===== config.mk =====
export PLATFORM = sky130hd
export DESIGN_NAME = sfc_framer
export DESIGN_NICKNAME = d
export VERILOG_FILES = /design/src/shared/sfc_pkg.sv /design/src/rtl/sfc_framer.sv
export SDC_FILE = /design/constraint.sdc
export NUM_CORES = 1
export LEC_CHECK = 0
export BUFFER_PORTS_ARGS = -buffer_cell sky130_fd_sc_hd__buf_2
export CORE_MARGIN = 4
export CORE_UTILIZATION = 32
export CTS_CLUSTER_DIAMETER = 200
export DETAILED_ROUTE_END_ITERATION = 6
export GPL_ROUTABILITY_DRIVEN = 1
export SYNTH_ARGS = -nofsm -noshare
export SYNTH_HDL_FRONTEND = slang
export SYNTH_SLANG_ARGS = --single-unit

===== constraint.sdc =====
create_clock -name core_clk_i -period 3.1 [get_ports core_clk_i]
set_input_delay 0.31 -clock core_clk_i [delete_from_list [all_inputs] [get_ports core_clk_i]]
set_output_delay 0.31 -clock core_clk_i [all_outputs]
set_load 0.01 [all_outputs]

===== src/shared/sfc_pkg.sv =====
// Shared constants and types for the serial flash command framing block.
// Assumes one core clock at 50 MHz; the link clock is sampled as data.
package sfc_pkg;

    // Phase widths on the quad data lines.
    typedef enum logic [1:0] {
        SFC_W1,
        SFC_W2,
        SFC_W4
    } sfc_width_t;

    // Decoded view of an instruction byte.
    typedef struct packed {
        logic known;
        logic is_read;
        logic is_write;
        logic is_status;
        logic allowed_busy;
        logic addr4;
        logic byte_checked;
        logic has_mode;
        sfc_width_t width;
        logic [3:0] dummy;
    } sfc_cmd_t;

    // Instruction codes served by this framing layer, and the mode byte that arms an implied read.
    localparam logic [7:0] SFC_OP_READ = 8'h03;
    localparam logic [7:0] SFC_OP_FAST_READ = 8'h0B;
    localparam logic [7:0] SFC_OP_DUAL_IO_READ = 8'hBB;
    localparam logic [7:0] SFC_OP_QUAD_IO_READ = 8'hEB;
    localparam logic [7:0] SFC_OP_READ4 = 8'h13;
    localparam logic [7:0] SFC_OP_PROGRAM = 8'h02;
    localparam logic [7:0] SFC_OP_STATUS = 8'h05;
    localparam logic [7:0] SFC_OP_IMPLIED_HIT = 8'hA0;

    localparam int SFC_INSTR_BITS = 8;
    localparam int SFC_ADDR3_BITS = 24;
    localparam int SFC_ADDR4_BITS = 32;
    localparam int SFC_MODE_BITS = 8;
    localparam logic [3:0] SFC_FAST_DUMMY = 4'h8;
    localparam logic [3:0] SFC_QIO_DUMMY = 4'h4;
    localparam logic [31:0] SFC_ADDR_RESET = 32'h0000_0000;
    localparam logic [5:0] SFC_CNT_RESET = 6'h00;

endpackage : sfc_pkg


===== src/rtl/sfc_framer.sv =====
// Device-side command framing for a serial flash with multi-I/O lines.
// Assumes the host drives chip select and the serial clock in mode 0; both are
// sampled by core_clk_i, so the link clock must be well below a quarter of it.
module sfc_framer
    import sfc_pkg::*;
#(
    parameter int ADDR_W = 32
) (
    // Clock and reset.
    input wire logic core_clk_i,
    input wire logic rst_n_i,
    // Link pins, asynchronous to core_clk_i.
    input wire logic cs_n_i,
    input wire logic sck_i,
    input wire logic [3:0] quad_data_lines_i,
    output logic [3:0] quad_data_lines_o,
    output logic [3:0] quad_data_lines_oe_n_o,
    // Device core state and configuration.
    input wire logic quad_everything_mode_i,
    input wire logic addr4_mode_i,
    input wire logic write_in_progress_flag_i,
    input wire logic op_failed_i,
    input wire logic [7:0] array_data_i,
    // Command outputs toward the array.
    output logic [ADDR_W-1:0] array_addr_o,
    output logic read_fetch_o,
    output logic cmd_done_o,
    output logic [7:0] cmd_op_o,
    output logic [7:0] wr_data_o,
    output logic wr_valid_o,
    output logic cmd_reject_o
);

    if (ADDR_W != 32) begin : g_addr_w_check
        $error("sfc_framer: ADDR_W must be 32");
    end

    typedef enum logic [2:0] {
        ST_IDLE,
        ST_INSTR,
        ST_ADDR,
        ST_MODE,
        ST_DUMMY,
        ST_DATA,
        ST_SKIP
    } sfc_state_t;

    // Decoding of explicit instructions; implied frames reuse the command decoded in the frame before.
    function automatic sfc_cmd_t sfc_decode(input logic [7:0] op, input logic qmode,
                                            input logic a4);
        sfc_cmd_t c;
        c = '0;
        c.known = 1'b1;
        c.addr4 = a4;
        c.width = SFC_W1;
        case (op)
            SFC_OP_READ: c.is_read = 1'b1;
            SFC_OP_READ4: begin
                c.is_read = 1'b1;
                c.addr4 = 1'b1;
            end
            SFC_OP_FAST_READ: begin
                c.is_read = 1'b1;
                c.dummy = SFC_FAST_DUMMY;
            end
            SFC_OP_DUAL_IO_READ: begin
                c.is_read = 1'b1;
                c.has_mode = 1'b1;
                c.width = SFC_W2;
            end
            SFC_OP_QUAD_IO_READ: begin
                c.is_read = 1'b1;
                c.has_mode = 1'b1;
                c.width = SFC_W4;
                c.dummy = SFC_QIO_DUMMY;
            end
            SFC_OP_PROGRAM: begin
                c.is_write = 1'b1;
                c.byte_checked = 1'b1;
            end
            SFC_OP_STATUS: begin
                c.is_status = 1'b1;
                c.allowed_busy = 1'b1;
            end
            default: c.known = 1'b0;
        endcase
        if (qmode) begin
            c.width = SFC_W4;
        end
        return c;
    endfunction : sfc_decode

    function automatic logic [5:0] sfc_step(input sfc_width_t w);
        case (w)
            SFC_W2: return 6'd2;
            SFC_W4: return 6'd4;
            default: return 6'd1;
        endcase
    endfunction : sfc_step

    ////////////////////////////////////////////////////////////////////////////
    // Pin synchronisers and edge detection.

    logic [5:0] sync1_r;
    logic [5:0] sync2_r;
    logic sck_prev_r;

    always_ff @(posedge core_clk_i or negedge rst_n_i) begin
        if (!rst_n_i) begin
            // Idle pin levels, so that no false link edge follows reset.
            sync1_r <= 6'h20;
            sync2_r <= 6'h20;
            sck_prev_r <= 1'b0;
        end else begin
            sync1_r <= {cs_n_i, sck_i, quad_data_lines_i};
            sync2_r <= sync1_r;
            sck_prev_r <= sync2_r[4];
        end
    end

    logic cs_n_s;
    logic [3:0] din_s;
    logic sck_rise;
    logic sck_fall;
    assign cs_n_s = sync2_r[5];
    assign din_s = sync2_r[3:0];
    assign sck_rise = !cs_n_s && sync2_r[4] && !sck_prev_r;
    assign sck_fall = !cs_n_s && !sync2_r[4] && sck_prev_r;

    ////////////////////////////////////////////////////////////////////////////
    // Command framing state.

    sfc_state_t st_r, st_nxt;
    sfc_cmd_t cmd_r, cmd_nxt;
    logic [7:0] op_r, op_nxt;
    logic [31:0] sh_r, sh_nxt;
    logic [5:0] cnt_r, cnt_nxt;
    logic [5:0] bits_r, bits_nxt;
    logic [ADDR_W-1:0] addr_r, addr_nxt;
    logic [7:0] tx_r, tx_nxt;
    logic implied_r, implied_nxt;
    logic drive_r, drive_nxt;
    logic fetch_r, fetch_nxt;
    logic done_r, done_nxt;
    logic rej_r, rej_nxt;
    logic wrv_r, wrv_nxt;
    logic [7:0] wrd_r, wrd_nxt;

    logic [5:0] step;
    logic [31:0] shin;
    sfc_cmd_t dec;
    assign step = sfc_step(cmd_r.width);
    // Lowest bit of a group on line zero, groups shifted in MSB first.
    always_comb begin
        case (cmd_r.width)
            SFC_W2: shin = {sh_r[29:0], din_s[1:0]};
            SFC_W4: shin = {sh_r[27:0], din_s};
            default: shin = {sh_r[30:0], din_s[0]};
        endcase
    end
    assign dec = sfc_decode(shin[7:0], quad_everything_mode_i, addr4_mode_i);

    always_comb begin
        st_nxt = st_r;
        cmd_nxt = cmd_r;
        op_nxt = op_r;
        sh_nxt = sh_r;
        cnt_nxt = cnt_r;
        bits_nxt = bits_r;
        addr_nxt = addr_r;
        tx_nxt = tx_r;
        implied_nxt = implied_r;
        drive_nxt = drive_r;
        fetch_nxt = 1'b0;
        done_nxt = 1'b0;
        rej_nxt = 1'b0;
        wrv_nxt = 1'b0;
        wrd_nxt = wrd_r;
        if (cs_n_s) begin
            if (st_r != ST_IDLE) begin
                // Byte-checked commands end only on a whole byte.
                if (cmd_r.byte_checked && bits_r[2:0] != 3'd0) begin
                    rej_nxt = 1'b1;
                end else begin
                    done_nxt = st_r != ST_SKIP;
                end
            end
            st_nxt = ST_IDLE;
            drive_nxt = 1'b0;
        end else begin
            if (st_r == ST_IDLE) begin
                sh_nxt = '0;
                cnt_nxt = SFC_CNT_RESET;
                bits_nxt = SFC_CNT_RESET;
                if (implied_r) begin
                    // Implied instruction: the next frame starts at the address.
                    st_nxt = ST_ADDR;
                end else begin
                    cmd_nxt = '0;
                    cmd_nxt.width = quad_everything_mode_i ? SFC_W4 : SFC_W1;
                    st_nxt = ST_INSTR;
                end
            end else if (sck_rise) begin
                sh_nxt = shin;
                cnt_nxt = cnt_r + step;
                bits_nxt = bits_r + step;
                case (st_r)
                    ST_INSTR: if (cnt_r + step == 6'(SFC_INSTR_BITS)) begin
                        op_nxt = shin[7:0];
                        cnt_nxt = '0;
                        cmd_nxt = dec;
                        if (!dec.known) begin
                            st_nxt = ST_SKIP;
                        end else if (write_in_progress_flag_i && !dec.allowed_busy) begin
                            st_nxt = ST_SKIP;
                        end else if (dec.is_status) begin
                            st_nxt = ST_DATA;
                            tx_nxt = {6'h00, op_failed_i, write_in_progress_flag_i};
                        end else begin
                            st_nxt = ST_ADDR;
                        end
                    end
                    ST_ADDR: if (cnt_r + step == (cmd_r.addr4 ? 6'(SFC_ADDR4_BITS)
                                                              : 6'(SFC_ADDR3_BITS))) begin
                        // Whole address bytes, most significant byte first.
                        addr_nxt = cmd_r.addr4 ? shin : {8'h00, shin[23:0]};
                        cnt_nxt = '0;
                        st_nxt = cmd_r.has_mode ? ST_MODE
                               : (cmd_r.dummy != 4'h0) ? ST_DUMMY : ST_DATA;
                        fetch_nxt = cmd_r.is_read && !cmd_r.has_mode && cmd_r.dummy == 4'h0;
                    end
                    ST_MODE: if (cnt_r + step == 6'(SFC_MODE_BITS)) begin
                        implied_nxt = shin[7:4] == SFC_OP_IMPLIED_HIT[7:4];
                        cnt_nxt = '0;
                        st_nxt = (cmd_r.dummy != 4'h0) ? ST_DUMMY : ST_DATA;
                        fetch_nxt = cmd_r.dummy == 4'h0;
                    end
                    ST_DUMMY: if (cnt_r + 6'd1 == {2'b00, cmd_r.dummy}) begin
                        cnt_nxt = '0;
                        st_nxt = ST_DATA;
                        fetch_nxt = 1'b1;
                    end else begin
                        cnt_nxt = cnt_r + 6'd1;
                    end
                    ST_DATA: if (cnt_r + step == 6'd8) begin
                        cnt_nxt = '0;
                        if (cmd_r.is_write) begin
                            wrd_nxt = shin[7:0];
                            wrv_nxt = 1'b1;
                            addr_nxt = addr_r + 32'h0000_0001;
                        end else if (cmd_r.is_read) begin
                            addr_nxt = addr_r + 32'h0000_0001;
                            fetch_nxt = 1'b1;
                        end
                    end
                    default: ;
                endcase
            end else if (sck_fall && st_r == ST_DATA && (cmd_r.is_read || cmd_r.is_status)) begin
                // Output changes on the falling edge, MSB group first.
                drive_nxt = 1'b1;
                case (cmd_r.width)
                    SFC_W2: tx_nxt = (cnt_r == 6'd0) ? tx_r : {tx_r[5:0], 2'b00};
                    SFC_W4: tx_nxt = (cnt_r == 6'd0) ? tx_r : {tx_r[3:0], 4'h0};
                    default: tx_nxt = (cnt_r == 6'd0) ? tx_r : {tx_r[6:0], 1'b0};
                endcase
                if (cnt_r == 6'd0 && cmd_r.is_read) begin
                    tx_nxt = array_data_i;
                end
            end
        end
    end

    always_ff @(posedge core_clk_i or negedge rst_n_i) begin
        if (!rst_n_i) begin
            st_r <= ST_IDLE;
            cmd_r <= '0;
            op_r <= 8'h00;
            sh_r <= 32'h0000_0000;
            cnt_r <= SFC_CNT_RESET;
            bits_r <= SFC_CNT_RESET;
            addr_r <= SFC_ADDR_RESET;
            tx_r <= 8'h00;
            implied_r <= 1'b0;
            drive_r <= 1'b0;
            fetch_r <= 1'b0;
            done_r <= 1'b0;
            rej_r <= 1'b0;
            wrv_r <= 1'b0;
            wrd_r <= 8'h00;
        end else begin
            st_r <= st_nxt;
            cmd_r <= cmd_nxt;
            op_r <= op_nxt;
            sh_r <= sh_nxt;
            cnt_r <= cnt_nxt;
            bits_r <= bits_nxt;
            addr_r <= addr_nxt;
            tx_r <= tx_nxt;
            implied_r <= implied_nxt;
            drive_r <= drive_nxt;
            fetch_r <= fetch_nxt;
            done_r <= done_nxt;
            rej_r <= rej_nxt;
            wrv_r <= wrv_nxt;
            wrd_r <= wrd_nxt;
        end
    end

    ////////////////////////////////////////////////////////////////////////////
    // Pin drive: line one alone in single width, low lines first in groups.

    logic [3:0] dout_r, dout_nxt;
    logic [3:0] oen_r, oen_nxt;
    always_comb begin
        dout_nxt = 4'h0;
        oen_nxt = 4'hF;
        if (drive_r && !cs_n_s) begin
            case (cmd_r.width)
                SFC_W2: begin
                    dout_nxt = {2'b00, tx_r[7:6]};
                    oen_nxt = 4'hC;
                end
                SFC_W4: begin
                    dout_nxt = tx_r[7:4];
                    oen_nxt = 4'h0;
                end
                default: begin
                    dout_nxt = {2'b00, tx_r[7], 1'b0};
                    oen_nxt = 4'hD;
                end
            endcase
        end
    end

    always_ff @(posedge core_clk_i or negedge rst_n_i) begin
        if (!rst_n_i) begin
            dout_r <= 4'h0;
            oen_r <= 4'hF;
        end else begin
            dout_r <= dout_nxt;
            oen_r <= oen_nxt;
        end
    end

    assign quad_data_lines_o = dout_r;
    assign quad_data_lines_oe_n_o = oen_r;
    assign array_addr_o = addr_r;
    assign read_fetch_o = fetch_r;
    assign cmd_done_o = done_r;
    assign cmd_op_o = op_r;
    assign wr_data_o = wrd_r;
    assign wr_valid_o = wrv_r;
    assign cmd_reject_o = rej_r;
endmodule : sfc_framer


### After elaboration in Yosys (flattened, before gate mapping)

Cells that the tools add are included.

* register bits after elaboration: 141
* input port bits: 20
* output and inout port bits: 60

* $add $sub $neg: 4
* equal/unequal tests: 35
* multiplexer cells: 89
* bitwise operators: 2
* reduce and logical (&&, ||, !) cells: 44

Operator list (count)
* 2-to-1 mux 32 bit: 5
* one-hot mux 32 bit (2 select lines): 2
* 2-to-1 mux 8 bit: 11
* 2-to-1 mux 13 bit: 5
* 2-to-1 mux 31 bit: 2
* 2-to-1 mux 6 bit: 8
* 2-to-1 mux 3 bit: 11
* adder 32 x 1 -> 32 bit (second input constant): 1
* 2-to-1 mux 1 bit: 30
* one-hot mux 4 bit (2 select lines): 3
* one-hot mux 6 bit (3 select lines): 1
* == test 8 x 2 -> 1 bit (second input constant): 2
* == test 8 bit (second input constant): 2
* inequality test 4 bit (second input constant): 4
* one-hot mux 8 bit (2 select lines): 1
* AND reduction 5 bit: 3
* adder 6 bit: 2
* logical AND 1 bit: 12
* inequality test 2 bit (second input constant): 6
* one-hot mux 3 bit (2 select lines): 2
* one-hot mux 3 bit (4 select lines): 1
* AND reduction 6 bit: 2
* nonzero test 2 bit: 6
* AND reduction 9 bit: 1
* 34 further kinds: 51

### Depth between registers and ports, before layout

* depth in word-level cells: 13
* depth in mapped cells: 14
* gate-level depth less buffers: 11

### Worst setup path before layout

Ideal clock, no wire load.

* path kind: flip-flop to flip-flop
* start: register cmd_r[4] (netlist bit)
* end: register op_r[1], in the netlist cmd_op_o[1]
* library setup time: 0.125 ns
* arrival: 3.079 ns
* setup slack: -0.105 ns
* stages on the path, launching flop included: 13
* buffers on the path: 2
* clock period less this slack: 3.205 ns
* cells stage by stage: dfrtp_1 -> inv_1 -> ha_1 -> ha_1 -> ha_1 -> a21oi_2 -> nor3_1 -> or3_1 -> clkbuf_1 -> a21o_1 -> or4_1 -> buf_2 -> mux2_4

* cells in the longest elaborated chain, start to end: 5

RTL lines
* start: declaration: RTL line sfc_framer.sv:134 `sfc_cmd_t cmd_r, cmd_nxt;`
* start signal: assignment: RTL line sfc_framer.sv:292 `cmd_r <= cmd_nxt;`
* == test 2 bit / == test 2 x 1 -> 1 bit (equally long branches): RTL line sfc_framer.sv:94, sfc_framer.sv:155
* one-hot mux 3 bit (2 select lines): RTL line sfc_framer.sv:94 `case (w)`
* adder 6 bit: RTL line sfc_framer.sv:208 `ST_INSTR: if (cnt_r + step == 6'(SFC_INSTR_BITS)) begin`
* == test 6 x 4 -> 1 bit: RTL line sfc_framer.sv:208
* AND reduction 5 bit (no source line)
* end signal: assignment: RTL line sfc_framer.sv:293 `op_r <= op_nxt;`
* end: declaration: RTL line sfc_framer.sv:135 `logic [7:0] op_r, op_nxt;`

Parallel ways exist; a longest one is shown, timed or not.
A chain may end at the register's enable or synchronous reset.

### Worst setup path in the final report

* start: register cmd_r[5] (netlist bit)
* end: register tx_r[7]

* cells in the longest elaborated chain, start to end: 8

RTL lines
* parallel branches: the longest is 8 deep, another holds adder 6 bit
* end signal: assignment: RTL line sfc_framer.sv:298 `tx_r <= tx_nxt;`
* end: declaration: RTL line sfc_framer.sv:140 `logic [7:0] tx_r, tx_nxt;`

Parallel ways; which one is timed is not known. The select of a mux whose other input is x is not followed.

==> impl_metrics.py <==
metrics = {
    "outcome": {
        "run_status": "complete, no violations",
    },
    "worst_setup_path": {
        "crit-reg2reg-launch": "cmd_r[5]$_DFFE_PN0P_",
        "r2r.worst_path.cells": 11,
        "setup.worst_path.start_class": "register",
        "critical_path.max_fanout": 6,
        "regToRegEndpoint": "tx_r[7]$_DFFE_PN0P_",
        "timing.reg2reg.setup_slack_ns": 0.16,
        "crit_type": "register to register",
        "critical_path.endpoint_type": "register",
        "arrival_ns": 3.24,
        "crit_path_required_time_ns": 3.40,
    },
    "power_and_ir_drop": {
        "total_power_w": 0.007107,
        "irDropWorstVdd_mv": 0.3434,
        "power.density_cell_area_mw_per_mm2": 739.5,
        "total_leakage_power_nw": 4.213,
    },
    "sta": {
        "timing_max_transition_violations_final": 0,
        "maxSlewHeadroom_pct": 57.06,
        "tightestPinTransition_ns": 0.6355,
        "final_min_period_over_clock_period_pct": 94.77,
        "setup-tns-final_ns": 0,
        "setup_violations": 0,
        "finalCriticalPeriod_ns": 2.938,
        "hold_violations": 0,
        "max_fclk_mhz": 340.4,
        "fin_skew_ns": 0.009027,
    },
    "min_path": {
        "hold_path_depth": 3,
        "min_delay_path_class": "input pin to register",
        "timing.hold.worst_endpoint": "tx_r[5]$_DFFE_PN0P_",
        "start_point_of_the_worst_min_delay_path": "array_data_i[5]",
    },
    "global_routing": {
        "first_global_vias": 7176,
        "grtUsageTotal_pct": 18.37,
        "antenna_violations_before_repair": 0,
        "grt_max_degree": 77,
        "grt_overflow_total": 0,
        "grt_first_pass_wirelength_um": 39300,
    },
    "placement": {
        "io_buffers": 79,
        "post_detail_place_hpwl_um": 17030,
        "finalWeightedCongestion": 0.8941,
        "placed_area_sq_mm": 0.008818,
    },
    "routing": {
        "wl_per_cell_um": 18.87,
        "drtIter0Drc": 701,
        "drt-total-wl_um": 24830,
        "drcViolationCount": 0,
        "detail_route.first_pass.iterations": 6,
        "drt.antenna.violating_nets": 0,
        "vias": 7529,
        "drt-vias-per-instance": 5.721,
    },
    "cells_and_area": {
        "area_delta_synth_final_pct": 24.77,
        "drive_gt1_share_pct": 22.19,
        "post_layout_net_count": 1016,
        "utilization_pct": 40.82,
        "fillerInstances": 2336,
        "postLayoutCellArea_sq_mm": 0.009610,
    },
    "synthesis": {
        "synth_cell_types": 75,
        "synthMostInstantiatedCell": "dfrtp_1",
        "synth_seq_cells": 134,
        "post_synth.cell_area_avg_sq_um": 8.853,
        "seq_area_frac_synth_pct": 43.62,
        "edff_count_synth": 0,
        "synth.top_cells.by_area": "dfrtp_1, o21ai_0, nand2_1",
        "ys.warnings.count": 0,
        "yosys-top-cells-count": "dfrtp_1, nand2_1, o21ai_0",
        "async_flop_share_pct": 100.0,
        "yosys.area.top_type": "dfrtp_1",
        "dominantRegCellSynth": "dfrtp_1",
        "synth.top_cell.area_share_pct": 41.91,
        "syn_area_sq_mm": 0.007702,
        "postSynthCellCount": 870,
        "postSynthNetCount": 903,
    },
    "floorplan": {
        "die_height_um": 163.1,
        "dieArea_sq_mm": 0.02662,
        "width_of_the_chip_um": 163.1,
        "rows": 56,
        "initial_util_pct": 32.72,
        "design.portCount": 80,
        "design.core.area_sq_mm": 0.02354,
    },
    "clock_network": {
        "clock_insertion_delay_worst_skew_ns": 0.42,
        "cts.htree.levels": 4,
        "number_of_buffers_between_clock_root_and_the_deepest_sink": 2,
        "clock_sink_count": 134,
        "ctsRootBufferMaster": "clkbuf_16",
        "cts.clk_slew.worst_paths_ns": 0.06,
        "tritoncts": "built",
        "cts-buffers-inserted": 17,
    },
    "flow_run": {
        "drv_cap": 0,
    },
}
[what timing repair did]
item / in CTS / in global routing
pin swaps: 0 / 6
hold buffers: 7 / 0
hold endpoints to repair: 59 / 0
gates cloned: 0 / 3
endpoints found under the setup margin: 22 / 58
resized for setup: 2 / 21
buffers inserted: 0 / 3
[worst max path at each step]
stage | start | endpoint | depth (start not counted)
floorplan | cmd_r[5]$_DFFE_PN0P_ | cmd_op_o[1]$_DFFE_PN0P_ | 12
finish | cmd_r[5]$_DFFE_PN0P_ | tx_r[7]$_DFFE_PN0P_ | 11
CTS | cmd_r[4]$_DFFE_PN0P_ | array_addr_o[8]$_DFFE_PN0P_ | 11
detailed placement | cmd_r[5]$_DFFE_PN0P_ | array_addr_o[13]$_DFFE_PN0P_ | 13
global placement | cmd_r[5]$_DFFE_PN0P_ | array_addr_o[2]$_DFFE_PN0P_ | 13
global route | cmd_r[5]$_DFFE_PN0P_ | array_addr_o[11]$_DFFE_PN0P_ | 13
[where the power goes]
part	switching, W	internal (W)
Combinational	0.00170	0.00114
Sequential	0.000293	0.00195
Clock	0.000834	0.00119
Total	0.00283	0.00428
[critical path: stages, from the launching register on]
cell     delay (ns)
dfrtp_1        0.43
inv_2          0.08
ha_4           0.18
xor2_4         0.20
ha_4           0.16
a21oi_4        0.04
o211a_1        0.24
or3_1          0.39
a21o_1         0.18
or4_4          0.58
nor2_4         0.20
o22ai_1        0.12
[routing by layer]
metal / vias up / routed length [um] / GRT usage (%)
met3: 30 / 1668 / 3.558
li1: 3505 / - / -
met4: 0 / 501 / 6.062
met5: - / 0 / 0
met1: 3679 / 11580 / 26.53
met2: 315 / 11080 / 27.72
[state kept, by name, summed over array words and instances, names as in the netlist]
name,count
sck_prev_r,1
cnt_r,6
cmd_done_o,1
cmd_r,9
st_r,3
implied_r,1
tx_r,8
wr_valid_o,1
bits_r,3
array_addr_o,32
read_fetch_o,1
cmd_op_o,8
sync2_r,6
sync1_r,6
cmd_reject_o,1
quad_data_lines_oe_n_o,3
wr_data_o,8
drive_r,1
sh_r,31
quad_data_lines_o,4
[placed cells by master (no fill, tap or decap), types with 6 or more instances in the layout]
master,instances
and3_1,15
mux2i_1,11
clkbuf_16,17
o22ai_1,13
nand3_1,36
a221o_1,25
or3_1,9
a31oi_1,11
o21ai_0,97
a211oi_1,19
o21ai_1,7
o211ai_1,7
buf_2,78
clkinvlp_4,6
a211o_1,6
a22o_1,11
dlygate4sd3_1,7
ha_1,9
nor2b_1,8
mux2_2,6
a311oi_1,6
nand4_1,9
nand2b_1,8
buf_4,62
inv_1,12
nor3_1,45
a21oi_1,28
dfrtp_1,128
nor2_1,49
o21a_1,7
nand2_1,110
a22oi_1,10
[stage by stage]
stage	instances	setup slack, ns	hold slack [ns]
2_1_floorplan	870	0.02751	0.01441
3_3_place_gp	1270	0.005354	0.3297
3_5_place_dp	1270	-0.06016	0.3362
4_1_cts	1309	0.02415	0.1976
5_1_grt	1315	-0.002500	0.2263
6_report	1316	0.1622	0.2090
[logic make-up after synthesis]
group,after synthesis,share of synthesized area [%]
multiplexers,18,2.502
flip-flops,134,43.62
adder cells (fa/ha/maj),13,2.112
XOR/XNOR,12,1.365
AO/OA/AOI/OAI,296,26.20
AND/OR/NAND/NOR,323,20.34
buffers and inverters,74,3.866
[final cells by class]
| class | instances | area [sq um] | share of cell area, % |
|---|---|---|---|
| multi-input combinational | 662 | 4198 | 43.68 |
| sequential | 134 | 3361 | 34.97 |
| timing repair buffer | 153 | 1011 | 10.52 |
| clock buffer | 18 | 429.2 | 4.466 |
| tap | 319 | 399.1 | 4.153 |
| clock inverter | 14 | 153.9 | 1.601 |
| inverter | 15 | 56.30 | 0.5859 |
| antenna | 1 | 2.502 | 0.02604 |
No activity file was read; power rests on OpenSTA's default activity.
